[src/pkg/asr_pkg.sv]
// package for the asynchronous serial receiver with wakeup
package asr_pkg;
    localparam int unsigned CLK_HZ = 50_000_000;
    localparam int unsigned BAUD_HZ = 9600;
    localparam int unsigned OVERSAMPLE = 16;
    localparam logic [15:0] DIV_RESET = 16'((CLK_HZ + (BAUD_HZ * OVERSAMPLE) / 2) / (BAUD_HZ * OVERSAMPLE));
    // register byte addresses
    localparam logic [7:0] ADDR_DATA = 8'h00;
    localparam logic [7:0] ADDR_STATUS = 8'h04;
    localparam logic [7:0] ADDR_CTRL = 8'h08;
    localparam logic [7:0] ADDR_DIV = 8'h0c;
    // status bit positions
    localparam int unsigned ST_RBF = 0;
    localparam int unsigned ST_IDLE = 1;
    localparam int unsigned ST_OVR = 2;
    localparam int unsigned ST_NOISE = 3;
    localparam int unsigned ST_FRAME = 4;
    localparam int unsigned ST_PAR = 5;
    localparam int unsigned ST_ACTIVE = 6;
    // control bit positions
    localparam int unsigned CT_EN = 0;
    localparam int unsigned CT_SLEEP = 1;
    localparam int unsigned CT_WAKE = 2;
    localparam int unsigned CT_NINE = 3;
    localparam int unsigned CT_ILT = 4;
    localparam int unsigned CT_SLEEPID = 5;
    localparam int unsigned CT_RIE = 6;
    localparam int unsigned CT_EIE = 7;
    localparam logic [7:0] CTRL_RESET = 8'h00;
    // sample phases, numbered 1..16 held as 0..15
    localparam logic [3:0] PH_START_A = 4'h2;
    localparam logic [3:0] PH_START_B = 4'h4;
    localparam logic [3:0] PH_START_C = 4'h6;
    localparam logic [3:0] PH_BIT_A = 4'h7;
    localparam logic [3:0] PH_BIT_B = 4'h8;
    localparam logic [3:0] PH_BIT_C = 4'h9;
    localparam logic [3:0] PH_LAST = 4'hf;
    localparam logic [3:0] CHAR8_BITS = 4'ha;
    localparam logic [3:0] CHAR9_BITS = 4'hb;
    localparam logic [1:0] RESP_OKAY = 2'b00;
    localparam logic [1:0] RESP_SLVERR = 2'b10;

    typedef enum logic [1:0] {
        ASR_HUNT = 2'b00,
        ASR_START = 2'b01,
        ASR_DATA = 2'b10
    } asr_state_t;
endpackage
[src/design/asr_receiver.sv]
// receive path with 16x sampling, error flags, sleep and wakeup, axi4-lite registers
// What this block does
// receive path independent, shares one baud generator
// baud generator clocked only by bus clock
// full buffer on completion sets overrun, drops
// data read after status read clears full
// sixteen sample phases per bit time
// low after three highs is falling edge
// start accepted when two of 3,5,7 low
// each bit decided by majority of 8,9,10
// start bit zero by early majority only
// any disagreeing sample sets noise on transfer; the start bit's samples 8,9,10 are taken but not checked
// falling edges realign the phase counter
// framing error other than break preloads three high samples, break clears them
// framing error set blocks buffer transfer
// sleep blocks flags except idle when enabled
// idle wakeup after ten or eleven bit times
// idle flag during sleep only when enabled
// idle count starts after start or stop
// address mark msb clears sleep
// address character clears sleep, is received
// completed transfer sets buffer full flag
// receive events and errors on separate requests
//
// The register addresses and the AXI4-Lite slave port were chosen for this implementation.
module asr_receiver
    import asr_pkg::*;
(
    input wire logic i_clk,
    input wire logic i_rst_n,
    input wire logic i_rxd,
    input wire logic [7:0] i_s_axi_awaddr,
    input wire logic i_s_axi_awvalid,
    output logic o_s_axi_awready,
    input wire logic [31:0] i_s_axi_wdata,
    input wire logic [3:0] i_s_axi_wstrb,
    input wire logic i_s_axi_wvalid,
    output logic o_s_axi_wready,
    output logic [1:0] o_s_axi_bresp,
    output logic o_s_axi_bvalid,
    input wire logic i_s_axi_bready,
    input wire logic [7:0] i_s_axi_araddr,
    input wire logic i_s_axi_arvalid,
    output logic o_s_axi_arready,
    output logic [31:0] o_s_axi_rdata,
    output logic [1:0] o_s_axi_rresp,
    output logic o_s_axi_rvalid,
    input wire logic i_s_axi_rready,
    output logic o_baud_tick,
    output logic o_rx_irq,
    output logic o_err_irq
);
    // registers
    logic [7:0] ctrl_q;
    logic [15:0] div_q;
    logic [8:0] buf_q;
    logic rbf_q, idle_q, ovr_q, noise_q, frame_q, par_q;
    logic stat_seen_q;
    logic sleep_clr;
    logic addr_wake_q;

    // axi write path
    logic aw_q, w_q;
    logic [7:0] awaddr_q;
    logic [31:0] wdata_q;
    logic [3:0] wstrb_q;
    logic bvalid_q;
    logic [1:0] bresp_q;
    wire wr_fire = aw_q && w_q && !bvalid_q;
    wire wr_ctrl = wr_fire && awaddr_q == ADDR_CTRL && wstrb_q[0];
    wire wr_div = wr_fire && awaddr_q == ADDR_DIV;
    wire wr_stat = wr_fire && awaddr_q == ADDR_STATUS && wstrb_q[0];
    wire wr_known = awaddr_q == ADDR_CTRL || awaddr_q == ADDR_DIV
        || awaddr_q == ADDR_STATUS || awaddr_q == ADDR_DATA;
    always_ff @(posedge i_clk or negedge i_rst_n)
    begin
        if (!i_rst_n)
        begin
            aw_q <= 1'b0;
            w_q <= 1'b0;
            awaddr_q <= 8'h00;
            wdata_q <= 32'h0;
            wstrb_q <= 4'h0;
            bvalid_q <= 1'b0;
            bresp_q <= RESP_OKAY;
        end
        else
        begin
            if (i_s_axi_awvalid && !aw_q)
            begin
                aw_q <= 1'b1;
                awaddr_q <= {i_s_axi_awaddr[7:2], 2'b00};
            end
            if (i_s_axi_wvalid && !w_q)
            begin
                w_q <= 1'b1;
                wdata_q <= i_s_axi_wdata;
                wstrb_q <= i_s_axi_wstrb;
            end
            if (wr_fire)
            begin
                aw_q <= 1'b0;
                w_q <= 1'b0;
                bvalid_q <= 1'b1;
                bresp_q <= wr_known ? RESP_OKAY : RESP_SLVERR;
            end
            else if (bvalid_q && i_s_axi_bready)
                bvalid_q <= 1'b0;
        end
    end
    assign o_s_axi_awready = !aw_q;
    assign o_s_axi_wready = !w_q;
    assign o_s_axi_bvalid = bvalid_q;
    assign o_s_axi_bresp = bresp_q;

    // axi read path
    logic rvalid_q;
    logic [31:0] rdata_q;
    logic [1:0] rresp_q;
    wire rd_fire = i_s_axi_arvalid && !rvalid_q;
    wire [7:0] raddr = {i_s_axi_araddr[7:2], 2'b00};
    wire rd_data = rd_fire && raddr == ADDR_DATA;
    wire rd_stat = rd_fire && raddr == ADDR_STATUS;
    wire [7:0] status_w = {1'b0, 1'b0, par_q, frame_q, noise_q, ovr_q, idle_q, rbf_q};
    logic [31:0] rd_mux;
    logic rd_ok;
    always_comb
    begin
        rd_ok = 1'b1;
        unique case (raddr)
            ADDR_DATA: rd_mux = {23'h0, buf_q};
            ADDR_STATUS: rd_mux = {24'h0, status_w};
            ADDR_CTRL: rd_mux = {24'h0, ctrl_q};
            ADDR_DIV: rd_mux = {16'h0, div_q};
            default:
            begin
                rd_mux = 32'h0;
                rd_ok = 1'b0;
            end
        endcase
    end
    always_ff @(posedge i_clk or negedge i_rst_n)
    begin
        if (!i_rst_n)
        begin
            rvalid_q <= 1'b0;
            rdata_q <= 32'h0;
            rresp_q <= RESP_OKAY;
        end
        else if (rd_fire)
        begin
            rvalid_q <= 1'b1;
            rdata_q <= rd_mux;
            rresp_q <= rd_ok ? RESP_OKAY : RESP_SLVERR;
        end
        else if (i_s_axi_rready)
            rvalid_q <= 1'b0;
    end
    assign o_s_axi_arready = !rvalid_q;
    assign o_s_axi_rvalid = rvalid_q;
    assign o_s_axi_rdata = rdata_q;
    assign o_s_axi_rresp = rresp_q;

    // control and divisor; hardware wakeup clears sleep and beats a same-cycle write
    always_ff @(posedge i_clk or negedge i_rst_n)
    begin
        if (!i_rst_n)
        begin
            ctrl_q <= CTRL_RESET;
            div_q <= DIV_RESET;
        end
        else
        begin
            if (wr_ctrl)
                ctrl_q <= wdata_q[7:0];
            if (sleep_clr)
                ctrl_q[CT_SLEEP] <= 1'b0;
            if (wr_div)
                div_q <= (wdata_q[15:0] == 16'h0) ? 16'h1 : wdata_q[15:0];
        end
    end
    wire en = ctrl_q[CT_EN];
    wire sleep = ctrl_q[CT_SLEEP];
    wire nine = ctrl_q[CT_NINE];

    // shared baud generator on the bus clock; the transmitter would take the same tick
    logic [15:0] bcnt_q;
    logic tick_q;
    always_ff @(posedge i_clk or negedge i_rst_n)
    begin
        if (!i_rst_n)
        begin
            bcnt_q <= 16'h1;
            tick_q <= 1'b0;
        end
        else if (!en || bcnt_q >= div_q)
        begin
            bcnt_q <= 16'h1;
            tick_q <= en;
        end
        else
        begin
            bcnt_q <= bcnt_q + 16'h1;
            tick_q <= 1'b0;
        end
    end
    assign o_baud_tick = tick_q;

    // receiver state
    asr_state_t st_q;
    logic [3:0] ph_q, bit_q;
    logic [2:0] hist_q;
    logic [2:0] smp_q;
    logic [9:0] shf_q;
    logic noisy_q;
    logic idle_run_q;
    logic [3:0] idle_bits_q;
    logic idle_done_q;

    wire rx = i_rxd;
    wire fall = tick_q && hist_q == 3'b111 && !rx;
    wire [3:0] nbits = nine ? CHAR9_BITS : CHAR8_BITS;
    wire is_start_smp = ph_q == PH_START_A || ph_q == PH_START_B || ph_q == PH_START_C;
    wire is_bit_smp = ph_q == PH_BIT_A || ph_q == PH_BIT_B || ph_q == PH_BIT_C;
    wire [2:0] smp_n = {smp_q[1:0], rx};
    wire maj = (smp_n[0] & smp_n[1]) | (smp_n[0] & smp_n[2]) | (smp_n[1] & smp_n[2]);
    wire start_ok = !maj;
    wire disagree = smp_n != {3{maj}};
    wire bit_end = tick_q && ph_q == PH_LAST;
    wire last_bit = bit_q == nbits - 4'h1;
    wire stop_lvl = smp_q[0] & smp_q[1] | smp_q[0] & smp_q[2] | smp_q[1] & smp_q[2];
    wire frame_done = st_q == ASR_DATA && bit_end && last_bit;
    // stop bit sits in bit 9; the start bit is already shifted out in nine-bit mode
    wire [8:0] data_w = nine ? shf_q[8:0] : {1'b0, shf_q[8:1]};
    wire brk = frame_done && !stop_lvl && data_w == 9'h0;
    wire ferr = frame_done && !stop_lvl;
    wire xfer_ok = frame_done && stop_lvl && !frame_q;
    wire flags_ok = !sleep;
    wire msb_now = st_q == ASR_DATA && bit_end && bit_q == nbits - 4'h2 && stop_lvl;
    wire addr_wake = ctrl_q[CT_WAKE] && sleep && msb_now;
    wire idle_hit = idle_run_q && tick_q && ph_q == PH_LAST && idle_bits_q == nbits - 4'h1;
    wire idle_wake = !ctrl_q[CT_WAKE] && sleep && idle_hit && !idle_done_q;
    assign sleep_clr = addr_wake || idle_wake;

    always_ff @(posedge i_clk or negedge i_rst_n)
    begin
        if (!i_rst_n)
        begin
            st_q <= ASR_HUNT;
            ph_q <= 4'h0;
            bit_q <= 4'h0;
            hist_q <= 3'b000;
            smp_q <= 3'b000;
            shf_q <= 10'h0;
            noisy_q <= 1'b0;
        end
        else if (!en)
        begin
            st_q <= ASR_HUNT;
            hist_q <= 3'b000;
        end
        else if (tick_q)
        begin
            hist_q <= {hist_q[1:0], rx};
            ph_q <= ph_q + 4'h1;
            if (is_start_smp || is_bit_smp)
                smp_q <= smp_n;
            // the edge sample itself was the first phase
            if (fall)
                ph_q <= 4'h1;
            unique case (st_q)
                ASR_HUNT:
                    if (fall)
                    begin
                        st_q <= ASR_START;
                        noisy_q <= 1'b0;
                        bit_q <= 4'h0;
                    end
                ASR_START:
                    if (ph_q == PH_START_C)
                    begin
                        if (start_ok)
                            st_q <= ASR_DATA;
                        else
                            st_q <= ASR_HUNT;
                        noisy_q <= disagree;
                    end
                ASR_DATA:
                begin
                    if (ph_q == PH_BIT_C)
                    begin
                        if (bit_q != 4'h0)
                            noisy_q <= noisy_q | disagree;
                        shf_q <= {maj, shf_q[9:1]};
                    end
                    if (ph_q == PH_LAST)
                    begin
                        bit_q <= bit_q + 4'h1;
                        if (last_bit)
                        begin
                            st_q <= ASR_HUNT;
                            // a clean stop keeps its high history so a back-to-back start is seen
                            if (ferr && !brk)
                                hist_q <= 3'b111;
                            else if (brk)
                                hist_q <= 3'b000;
                        end
                    end
                end
                default: st_q <= ASR_HUNT;
            endcase
        end
    end

    // idle counter: whole bit times of high line
    always_ff @(posedge i_clk or negedge i_rst_n)
    begin
        if (!i_rst_n)
        begin
            idle_run_q <= 1'b0;
            idle_bits_q <= 4'h0;
            idle_done_q <= 1'b1;
        end
        else if (st_q == ASR_START && tick_q && ph_q == PH_START_C && start_ok)
        begin
            idle_run_q <= !ctrl_q[CT_ILT];
            idle_bits_q <= 4'h0;
            idle_done_q <= 1'b0;
        end
        else if (frame_done && ctrl_q[CT_ILT])
        begin
            idle_run_q <= 1'b1;
            idle_bits_q <= 4'h0;
        end
        // one below zero: the low bit's own end brings the count back to zero
        else if (idle_run_q && tick_q && ph_q == PH_BIT_B && !rx)
            idle_bits_q <= 4'hf;
        else if (idle_run_q && tick_q && ph_q == PH_LAST)
        begin
            if (idle_hit)
            begin
                idle_run_q <= 1'b0;
                idle_done_q <= 1'b1;
            end
            else
                idle_bits_q <= idle_bits_q + 4'h1;
        end
    end
    wire idle_set = idle_hit && !idle_done_q
        && (flags_ok && !idle_wake || ctrl_q[CT_SLEEPID]);

    // status flags: set wins over clear
    wire clr_rbf = rd_data && stat_seen_q && rbf_q;
    wire w1c = wr_stat;
    always_ff @(posedge i_clk or negedge i_rst_n)
    begin
        if (!i_rst_n)
        begin
            rbf_q <= 1'b0;
            idle_q <= 1'b0;
            ovr_q <= 1'b0;
            noise_q <= 1'b0;
            frame_q <= 1'b0;
            par_q <= 1'b0;
            buf_q <= 9'h0;
            stat_seen_q <= 1'b0;
        end
        else
        begin
            if (rd_stat)
                stat_seen_q <= 1'b1;
            else if (rd_data)
                stat_seen_q <= 1'b0;
            if (clr_rbf)
                rbf_q <= 1'b0;
            if (w1c && wdata_q[ST_IDLE])
                idle_q <= 1'b0;
            if (w1c && wdata_q[ST_OVR])
                ovr_q <= 1'b0;
            if (w1c && wdata_q[ST_NOISE])
                noise_q <= 1'b0;
            if (w1c && wdata_q[ST_FRAME])
                frame_q <= 1'b0;
            if (w1c && wdata_q[ST_PAR])
                par_q <= 1'b0;
            if (idle_set)
                idle_q <= 1'b1;
            if (ferr && flags_ok)
                frame_q <= 1'b1;
            if (xfer_ok && (flags_ok || addr_wake_q))
            begin
                if (rbf_q && !clr_rbf)
                    ovr_q <= 1'b1;
                else
                begin
                    buf_q <= data_w;
                    rbf_q <= 1'b1;
                    if (noisy_q)
                        noise_q <= 1'b1;
                end
            end
        end
    end

    // remember an address wakeup until the stop bit lands
    always_ff @(posedge i_clk or negedge i_rst_n)
    begin
        if (!i_rst_n)
            addr_wake_q <= 1'b0;
        else if (addr_wake)
            addr_wake_q <= 1'b1;
        else if (frame_done)
            addr_wake_q <= 1'b0;
    end

    // interrupt requests, one per group
    logic rx_irq_q, err_irq_q;
    always_ff @(posedge i_clk or negedge i_rst_n)
    begin
        if (!i_rst_n)
        begin
            rx_irq_q <= 1'b0;
            err_irq_q <= 1'b0;
        end
        else
        begin
            rx_irq_q <= ctrl_q[CT_RIE] && (rbf_q || idle_q);
            err_irq_q <= ctrl_q[CT_EIE] && (ovr_q || noise_q || frame_q || par_q);
        end
    end
    assign o_rx_irq = rx_irq_q;
    assign o_err_irq = err_irq_q;

    // checks
    a_overrun_keeps_buf: assert property (@(posedge i_clk) disable iff (!i_rst_n)
        xfer_ok && flags_ok && rbf_q && !clr_rbf |=> ovr_q && $stable(buf_q))
        else $error("overrun changed the buffer");
    a_full_clear_seq: assert property (@(posedge i_clk) disable iff (!i_rst_n)
        rd_data && stat_seen_q && rbf_q && !xfer_ok |=> !rbf_q)
        else $error("full flag not cleared by data read");
    a_frame_blocks: assert property (@(posedge i_clk) disable iff (!i_rst_n)
        frame_q && frame_done |=> $stable(buf_q))
        else $error("transfer while framing error set");
    a_sleep_quiet: assert property (@(posedge i_clk) disable iff (!i_rst_n)
        sleep && !addr_wake_q && !addr_wake && !noise_q |=> !$rose(noise_q))
        else $error("flag set during sleep");
    a_edge_resync: assert property (@(posedge i_clk) disable iff (!i_rst_n)
        en && fall |=> ph_q == 4'h1)
        else $error("phase not realigned on edge");
    a_wake_clears: assert property (@(posedge i_clk) disable iff (!i_rst_n)
        sleep_clr && !wr_ctrl |=> !ctrl_q[CT_SLEEP])
        else $error("sleep not cleared on wakeup");
    a_start_reject: assert property (@(posedge i_clk) disable iff (!i_rst_n)
        en && tick_q && st_q == ASR_START && ph_q == PH_START_C && maj |=> st_q == ASR_HUNT)
        else $error("noise accepted as start bit");
    a_preload_high: assert property (@(posedge i_clk) disable iff (!i_rst_n)
        en && tick_q && ferr && !brk |=> hist_q == 3'b111)
        else $error("edge history not preloaded");
    c_frame_rx: cover property (@(posedge i_clk) disable iff (!i_rst_n) xfer_ok && !rbf_q);
    c_overrun: cover property (@(posedge i_clk) disable iff (!i_rst_n) $rose(ovr_q));
    c_idle_wake: cover property (@(posedge i_clk) disable iff (!i_rst_n) idle_wake);
    c_addr_wake: cover property (@(posedge i_clk) disable iff (!i_rst_n) addr_wake);
endmodule // asr_receiver

[config.mk]
export PLATFORM = sky130hd
export DESIGN_NAME = asr_receiver
export DESIGN_NICKNAME = d
export VERILOG_FILES = /design/src/pkg/asr_pkg.sv /design/src/design/asr_receiver.sv
export SDC_FILE = /design/constraint.sdc
export NUM_CORES = 1
export LEC_CHECK = 0
export CAP_MARGIN = 20
export CORE_ASPECT_RATIO = 1.4
export CORE_MARGIN = 2
export CORE_UTILIZATION = 60
export CTS_CLUSTER_DIAMETER = 100
export DETAILED_ROUTE_END_ITERATION = 8
export DONT_BUFFER_PORTS = 1
export PLACE_DENSITY_LB_ADDON = 0.15
export SYNTH_ARGS = -nofsm -noshare
export SYNTH_HDL_FRONTEND = slang
export SYNTH_SLANG_ARGS = --single-unit
export TNS_END_PERCENT = 20
[constraint.sdc]
create_clock -name i_clk -period 5.9 [get_ports i_clk]
set_clock_uncertainty 0.05 [all_clocks]
set_input_delay 0.59 -clock i_clk [delete_from_list [all_inputs] [get_ports i_clk]]
set_output_delay 0.59 -clock i_clk [all_outputs]
set_load 0.01 [all_outputs]
; ---- Word level (Yosys, flattened, before mapping)
; Cells that the tools add are included.
; Widths: inputs -> output; s select.
[totals]
wordCells = 280
ff_bits = 155
out_inout_bits = 44
[op_classes]
n_reduce_logical = 117
eq_ne = 34
n_bitwise = 11
n_mux = 76
addsub = 6
magnitude_cmp = 1
[ops]
columns = cell, count
row1 = $pmux 16 s4, 1
row2 = $logic_and 1x1->1, 53
row3 = $mux 1, 44
row4 = $mux 16, 2
row5 = $mux 4, 8
row6 = $eq 6x2->1 const B, 4
row7 = $reduce_bool 2->1, 12
row8 = $mux 3, 7
row9 = $mux 2, 10
row10 = $add 16x1->16 const B, 1
row11 = $ge 16x16->1, 1
row12 = $logic_not 1->1, 16
row13 = $logic_not 16->1, 1
row14 = $logic_not 8->1, 2
row15 = $logic_or 1x1->1, 15
row16 = $add 4x1->4 const B, 3
row17 = $eq 4x3->1 const B, 3
row18 = $eq 4x4->1, 3
row19 = $eq 4x4->1 const B, 3
row20 = $eq 6x1->1 const B, 2
row21 = $ne 3x3->1 const B, 4
row22 = $reduce_and 5->1, 2
row23 = $logic_not 9->1, 1
row24 = $mux 9, 1
row25 = other kinds (25), 46

; ---- Depth between registers and ports, before layout
; Gate-level depths: netlist (run 1).
[depth]
ltp_word = 14
ltp_mapped = 9
depth_no_buf = 7

; ---- Worst setup path after synthesis (run 1)
; OpenSTA, ideal clock, no wires.
[synth_path]
path_kind = register to register
from = reg st_q[0]
to = reg buf_q[0]
t_required_ps = 5725
path_buffers = 2
t_arrival_ps = 1923
stages_incl_launch_ff = 10
setup_slack_ps = 3802
setup_ps = 125
synth_period_minus_slack_ps = 2098
cell_sequence = dfrtp_1 inv_1 ha_1 and4_1 buf_4 o2111a_2 o2111ai_2 nor2b_2 buf_6 mux2_4
[synth_between]
elab_chain_len = 7
[synth_rtl]
columns = item, line
row1 = "start, declared", asr_receiver.sv:210  ; asr_state_t st_q;
row2 = "start signal, assigned", asr_receiver.sv:249  ; st_q <= ASR_HUNT;
row3 = "start signal, assigned", asr_receiver.sv:259  ; st_q <= ASR_HUNT;
row4 = "start signal, assigned", asr_receiver.sv:275  ; st_q <= ASR_START;
row5 = $eq 2x2->1, asr_receiver.sv:232  ; wire frame_done = st_q == ASR_DATA && bit_end && last_bit;
row6 = $logic_and 1x1->1 (2 in a row), asr_receiver.sv:232
row7 = $logic_and 1x1->1 (2 in a row), asr_receiver.sv:237  ; wire xfer_ok = frame_done && stop_lvl && !frame_q;
row8 = $logic_and 1x1->1, asr_receiver.sv:390  ; if (xfer_ok && (flags_ok || addr_wake_q))
row9 = $reduce_and 2->1 (no source line), n/a
row10 = "end signal, assigned", asr_receiver.sv:396  ; buf_q <= data_w;
row11 = "end, declared", asr_receiver.sv:56  ; logic [8:0] buf_q;
; No other way between the ends.
; A chain may end at the register's enable or synchronous reset.

; ---- Worst setup path in the final report (run 1)
[layout_path]
from = reg st_q[0]
to = reg buf_q[4]
; The elaborated chain is that of the path after synthesis.

==> reports/metrics.csv, run 1 <==
metric;value;unit
cts_setup_buffers;0;
route.met2.wl;7530;µm
synth_seq_cells;137;
dp_hpwl;10000;µm
gp_congestion;0.840;
pre_cts_ws;2970;ps
synth.avg_cell_area;11.2;µm²
wl_per_cell;18.5;µm
ys_warn_count;0;
grt_use_total;24.8;%
grt_first_pass_wirelength;24100;µm
htreeDepth;4;
drive_above_1_share;21.3;%
tightestPinTransition;1020;ps
start_util;61.6;%
ios;104;
end_kind;flip-flop;
dp_cells;744;
fin_ws;2910;ps
path_class;flip-flop to flip-flop;
final_cell_mix;dfrtp_1, mux2_2, nand2_1;
postPlaceCellArea;7020;µm²
layout_commonest_cell;dfrtp_1;
ys.flop_type;dfrtp_1;
grt_pass1_vias;4820;
finalInstanceArea;7620;µm²
fin_setup_tns;0;ps
wl_met1;5740;µm
die_w;95.4;µm
insertion_delay;430;ps
rsz0062_at_grt;no;
cts_root_buf;clkbuf_16;
vias_per_cell;5.93;
die_h;132;µm
startpoint_type;flip-flop;
synth_edf_count;0;
top_layer_used;met5;
setup_violations;0;
met3WireLength;718;µm
slew_viol_final;0;
cts_buffer_depth;2;
routed_wl;14300;µm
numCtsBuffers;17;
synthArstFlopShare;100;%
antenna_cells;0;
final_hold_viol_count;0;
period_needed;2990;ps
syn_to_final_growth;8.63;%
drt_iter0_drc;221;
arrival;3250;ps
syn-cell-area;7020;µm²
clk_pin_slew_worst_paths;60;ps
floorplan.rows;46;
final_nets;709;
drtAntennaViolNets;0;
crit_fanout;12;
drv_cap;0;
syn-instance-count;625;
dr.pass1.iters;4;
io_buffers;0;
fin_cells;777;
clock-sinks;137;
slew_headroom;32.0;%
grt_overflow;0;
total_leakage_power;3.45;nW
antenna_found_initial;1;
drcViolationCount;0;
synth_cell_types;67;
core;11400;µm²
max_freq;335;MHz
grt_max_degree;138;
status;complete, no violations;
ir_drop;0.265;mV
required;6160;ps
power.density;385;nW/µm²
die_area;12600;µm²
cts_tree;yes;
via_count;4610;
min_path_type;input pin to asynchronous set/reset pin;
fin_crit_sh;50.6;%
synth_seq_area_share;48.9;%
-- cell families after synthesis --
logic type      after synthesis  share of synthesized area, %
xor+xnor                     17                          2.12
simple gates                184                          14.0
fa+ha+maj                    29                          5.17
buf+inv                      78                          5.49
mux                          83                          14.4
compound gates               96                          9.75
other cells                   1                        0.0534
flops                       137                          48.9
-- metrics by stage --
stage | utilization [%] | total power (W) | hold WS [ps]
finish | 66.9 | 0.00294 | 64.8
floorplan | - | 0.00177 | 244
global route | 66.9 | 0.00311 | 156
global placement | 61.6 | 0.00188 | 249
CTS | 66.9 | 0.00297 | 133
detailed placement | 61.6 | 0.00191 | 248
-- metal layers --
metal	track usage, %	vias up
met1	29.8	2305
met5	0	-
met3	8.06	25
met2	41.2	92
met4	9.13	2
li1	-	2186
-- flip-flops by register name (all words and copies together) (netlist names), 2 cells and up --
name	cells
wdata_q	16
bcnt_q	16
ctrl_q	8
shf_q	10
hist_q	3
bit_q	4
awaddr_q	6
buf_q	9
o_s_axi_rdata	16
idle_bits_q	4
st_q	2
smp_q	3
ph_q	4
div_q	16
-- where the power goes --
part / total, W / internal [W] / switching [W]
clock network: 0.00103 / 0.000600 / 0.000429
registers: 0.00134 / 0.00113 / 0.000216
logic: 0.000567 / 0.000273 / 0.000295
total: 0.00294 / 0.00200 / 0.000940
-- cells in the mapped netlist (all sizes together), types with 4 or more instances --
cell type	n	share of area, %
dfrtp	131	47
mux2	71	12
clkbuf	13	0.70
nand2	53	2.8
a21oi	19	1.4
nor3	5	0.52
nand2b	4	0.36
mux4	5	1.6
inv	34	1.8
a22o	19	2.4
ha	29	5.2
nor3b	13	1.5
dfstp	6	2.2
and3	7	0.62
o21ai	26	1.9
nor4	8	0.93
mux2i	7	1.0
nor2	33	1.8
nand3	25	1.8
a211oi	4	0.43
nand4	10	0.98
xor2	8	1.0
nor2b	8	0.75
buf	31	3.0
a21o	4	0.45
xnor2	9	1.1
-- critical path, cell delays in order (launching register included) --
cell	delay, ps
dfrtp_1	420
inv_1	110
ha_1	410
and4_1	390
o2111a_2	320
o2111ai_2	200
nor2b_2	610
mux2_4	360
-- layout make-up --
cell class                      count  area (µm²)
Clock buffer                       18         439
Clock inverter                     14         138
Fill cell                         868        3770
Inverter                           34         128
Multi-Input combinational cell    427        3260
Sequential cell                   137        3440
Tap cell                          144         180
Timing Repair Buffer                3        42.5
-- worst paths after layout --
check / slack [ps] / from / endpoint / depth (start not counted)
min in group i_clk: 210 / i_s_axi_rready / o_s_axi_rvalid$_DFFE_PN0P_ / 1
worst min-delay path: 60 / i_rst_n / shf_q[7]$_DFFE_PN0P_ / 1
worst max-delay path: 2910 / st_q[0]$_DFFE_PN0P_ / buf_q[4]$_DFFE_PN0P_ / 7
worst min register to register: 460 / idle_done_q$_DFFE_PN1P_ / idle_done_q$_DFFE_PN1P_ / 2
worst max register to register: 2910 / st_q[0]$_DFFE_PN0P_ / buf_q[4]$_DFFE_PN0P_ / 7
max in group asynchronous: 5190 / i_rst_n / o_baud_tick$_DFF_PN0_ / 1
-- timing repair --
item                      in CTS  in global routing
hold endpoints to repair     137                  0
resized for setup              0                  0
hold buffers                   1                  0
(Power assumes the default switching activity.)
==> run 2: changes to the inputs <==
--- a/config.mk
+++ b/config.mk
@@ -8,7 +8,7 @@
 export CAP_MARGIN = 20
 export CORE_ASPECT_RATIO = 1.4
 export CORE_MARGIN = 2
-export CORE_UTILIZATION = 60
+export CORE_UTILIZATION = 58
 export CTS_CLUSTER_DIAMETER = 100
 export DETAILED_ROUTE_END_ITERATION = 8
 export DONT_BUFFER_PORTS = 1
==> constraint.sdc (replaced) <==
create_clock -name i_clk -period 2.39 [get_ports i_clk]
set_clock_uncertainty 0.05 [all_clocks]
set_input_delay 0.239 -clock i_clk [delete_from_list [all_inputs] [get_ports i_clk]]
set_output_delay 0.239 -clock i_clk [all_outputs]
set_load 0.01 [all_outputs]
==> reports/metrics.csv, run 2 (synthesized netlist as in run 1, its figures left out) <==
metric;value;unit;change
insertion_delay;400;ps;-30 ps
final_cell_mix;dfrtp_1, mux2_2, nand2_1;;
tightestPinTransition;701;ps;-316 ps
startpoint_type;flip-flop;;
cts_buffer_depth;2;;unchanged
grtUsageMet1;28.4;%;-1.4 points
end_kind;flip-flop;;
fin_setup_tns;0;ps;unchanged
numCtsBuffers;17;;unchanged
postPlaceCellArea;7140;µm²;+1.7%
drive_above_1_share;21.7;%;+0.42 points
multi_input_area;3260;µm²;unchanged
groute.layer.met2.usage;41.4;%;+0.24 points
cts_root_buf;clkbuf_16;;
slew_headroom;53.2;%;+21 points
arrival;2490;ps;-760 ps
via_count;4854;;+5.3%
drcViolationCount;0;;unchanged
die_area;13000;µm²;+3.3%
dp_hpwl;10300;µm;+2.2%
crit_fanout;7;;-5
fill_cells;883;;+1.7%
grt_use_total;23.7;%;-1.1 points
setup_violations;0;;unchanged
path_class;flip-flop to flip-flop;;
rsz0062_at_grt;no;;
vias_per_cell;5.90;;-0.59%
ir_drop;0.687;mV;+160%
grt_pass1_vias;4999;;+3.7%
grt.busiest_layer;met2;;
antenna_found_initial;0;;-1
grt_first_pass_wirelength;24700;µm;+2.6%
cts.repair.resized;0;;unchanged
hold_ws;-522;ps;-587 ps
ios;104;;unchanged
gp_congestion;0.852;;+1.4%
dr.pass1.iters;4;;unchanged
grt_max_degree;138;;unchanged
cts_tree;yes;;
finalInstanceArea;8020;µm²;+5.1%
die_w;97.0;µm;+1.6%
drtAntennaViolNets;0;;unchanged
cts_setup_buffers;0;;unchanged
routed_wl;14900;µm;+3.6%
clock-sinks;137;;unchanged
die_h;134;µm;+1.7%
final_hold_viol_count;137;;+137
violations;negative hold slack;;
syn_to_final_growth;14.2;%;
total_leakage_power;3.63;nW;+5.1%
grtUsageMet3;5.52;%;-2.5 points
final_nets;752;;+6.1%
min_path_type;input pin to asynchronous set/reset pin;;
layout_commonest_cell;dfrtp_1;;
hold_buffers;29;;+28
slew_viol_final;0;;unchanged
io_buffers;0;;unchanged
start_util;59.4;%;-2.2 points
grt_overflow;0;;unchanged
power.density;923;nW/µm²;+140%
status;finished, violations left;;
required;2630;ps;-3530 ps
floorplan.rows;47;;+2.2%
drt_iter0_drc;243;;+10%
wl_per_cell;18.1;µm;-2.2%
antenna_cells;0;;unchanged
regArea;3440;µm²;unchanged
max_freq;443;MHz;+32%
fin_crit_sh;94.5;%;+44 points
htreeDepth;4;;unchanged
core;11800;µm²;+3.7%
clk_pin_slew_worst_paths;60;ps;about the same
drv_cap;0;;unchanged
period_needed;2260;ps;-728 ps
-- run 2: cell types whose count changed in the layout (fill, tap and decap cells not counted), sizes merged --
cell and delta:
dlygate4sd3 +29, buf +14, clkinv -3, clkinvlp +3, inv -3, clkbuf +2
bufinv +1
-- run 2: path summary, 6_finish.rpt --
path / depth (start not counted) / start / to / slack (ps)
worst max-delay path: 7 / ph_q[0]$_DFFE_PN0P_ / buf_q[3]$_DFFE_PN0P_ / 130
worst min-delay path: 0 / i_rst_n / shf_q[3]$_DFFE_PN0P_ / -520
worst max register to register: 7 / ph_q[0]$_DFFE_PN0P_ / buf_q[3]$_DFFE_PN0P_ / 130
worst min register to register: 2 / idle_done_q$_DFFE_PN1P_ / idle_done_q$_DFFE_PN1P_ / 450
max in group asynchronous: 0 / i_rst_n / div_q[2]$_DFFE_PN1P_ / 2530
min in group i_clk: 2 / i_s_axi_araddr[3] / stat_seen_q$_DFFE_PN0P_ / 60
-- run 2: report_power, final --
| part | switching, W | internal, W |
|---|---|---|
| logic | 0.000779 | 0.000753 |
| clock network | 0.00100 | 0.00158 |
| registers | 0.000502 | 0.00278 |
-- run 2: critical path, cell delays in order, from the launching register on --
cell       delay, ps
dfrtp_1          430
ha_1             240
and4_1           250
o2111a_2         290
o2111ai_2        190
nor2b_2          170
buf_4            200
mux2_4           310
-- run 2: per-layer routing --
metal,vias up,wire length (µm)
met3,30,580
met1,2440,6080
met5,-,0
li1,2260,-
met2,124,7770
met4,0,426
-- run 2: through the flow --
| step | hold WS (ps) | total power, W | util, % | cells | setup WS, ps |
|---|---|---|---|---|---|
| detailed placement | -101 | 0.00479 | 60.4 | 762 | 129 |
| global route | -551 | 0.00775 | 67.8 | 823 | 1.46 |
| floorplan | -107 | 0.00437 | - | 642 | 292 |
| finish | -522 | 0.00740 | 67.8 | 823 | 131 |
| global placement | -101 | 0.00472 | 60.4 | 762 | 194 |
| CTS | -535 | 0.00743 | 67.8 | 823 | 118 |
-- run 2: layout make-up --
| type | instances | share of cell area, % |
|---|---|---|
| Clock buffer | 20 | 5.57 |
| Clock inverter | 12 | 1.78 |
| Inverter | 34 | 1.59 |
| Multi-Input combinational cell | 427 | 40.7 |
| Sequential cell | 137 | 42.9 |
| Tap cell | 147 | 2.29 |
| Timing Repair Buffer | 46 | 5.21 |
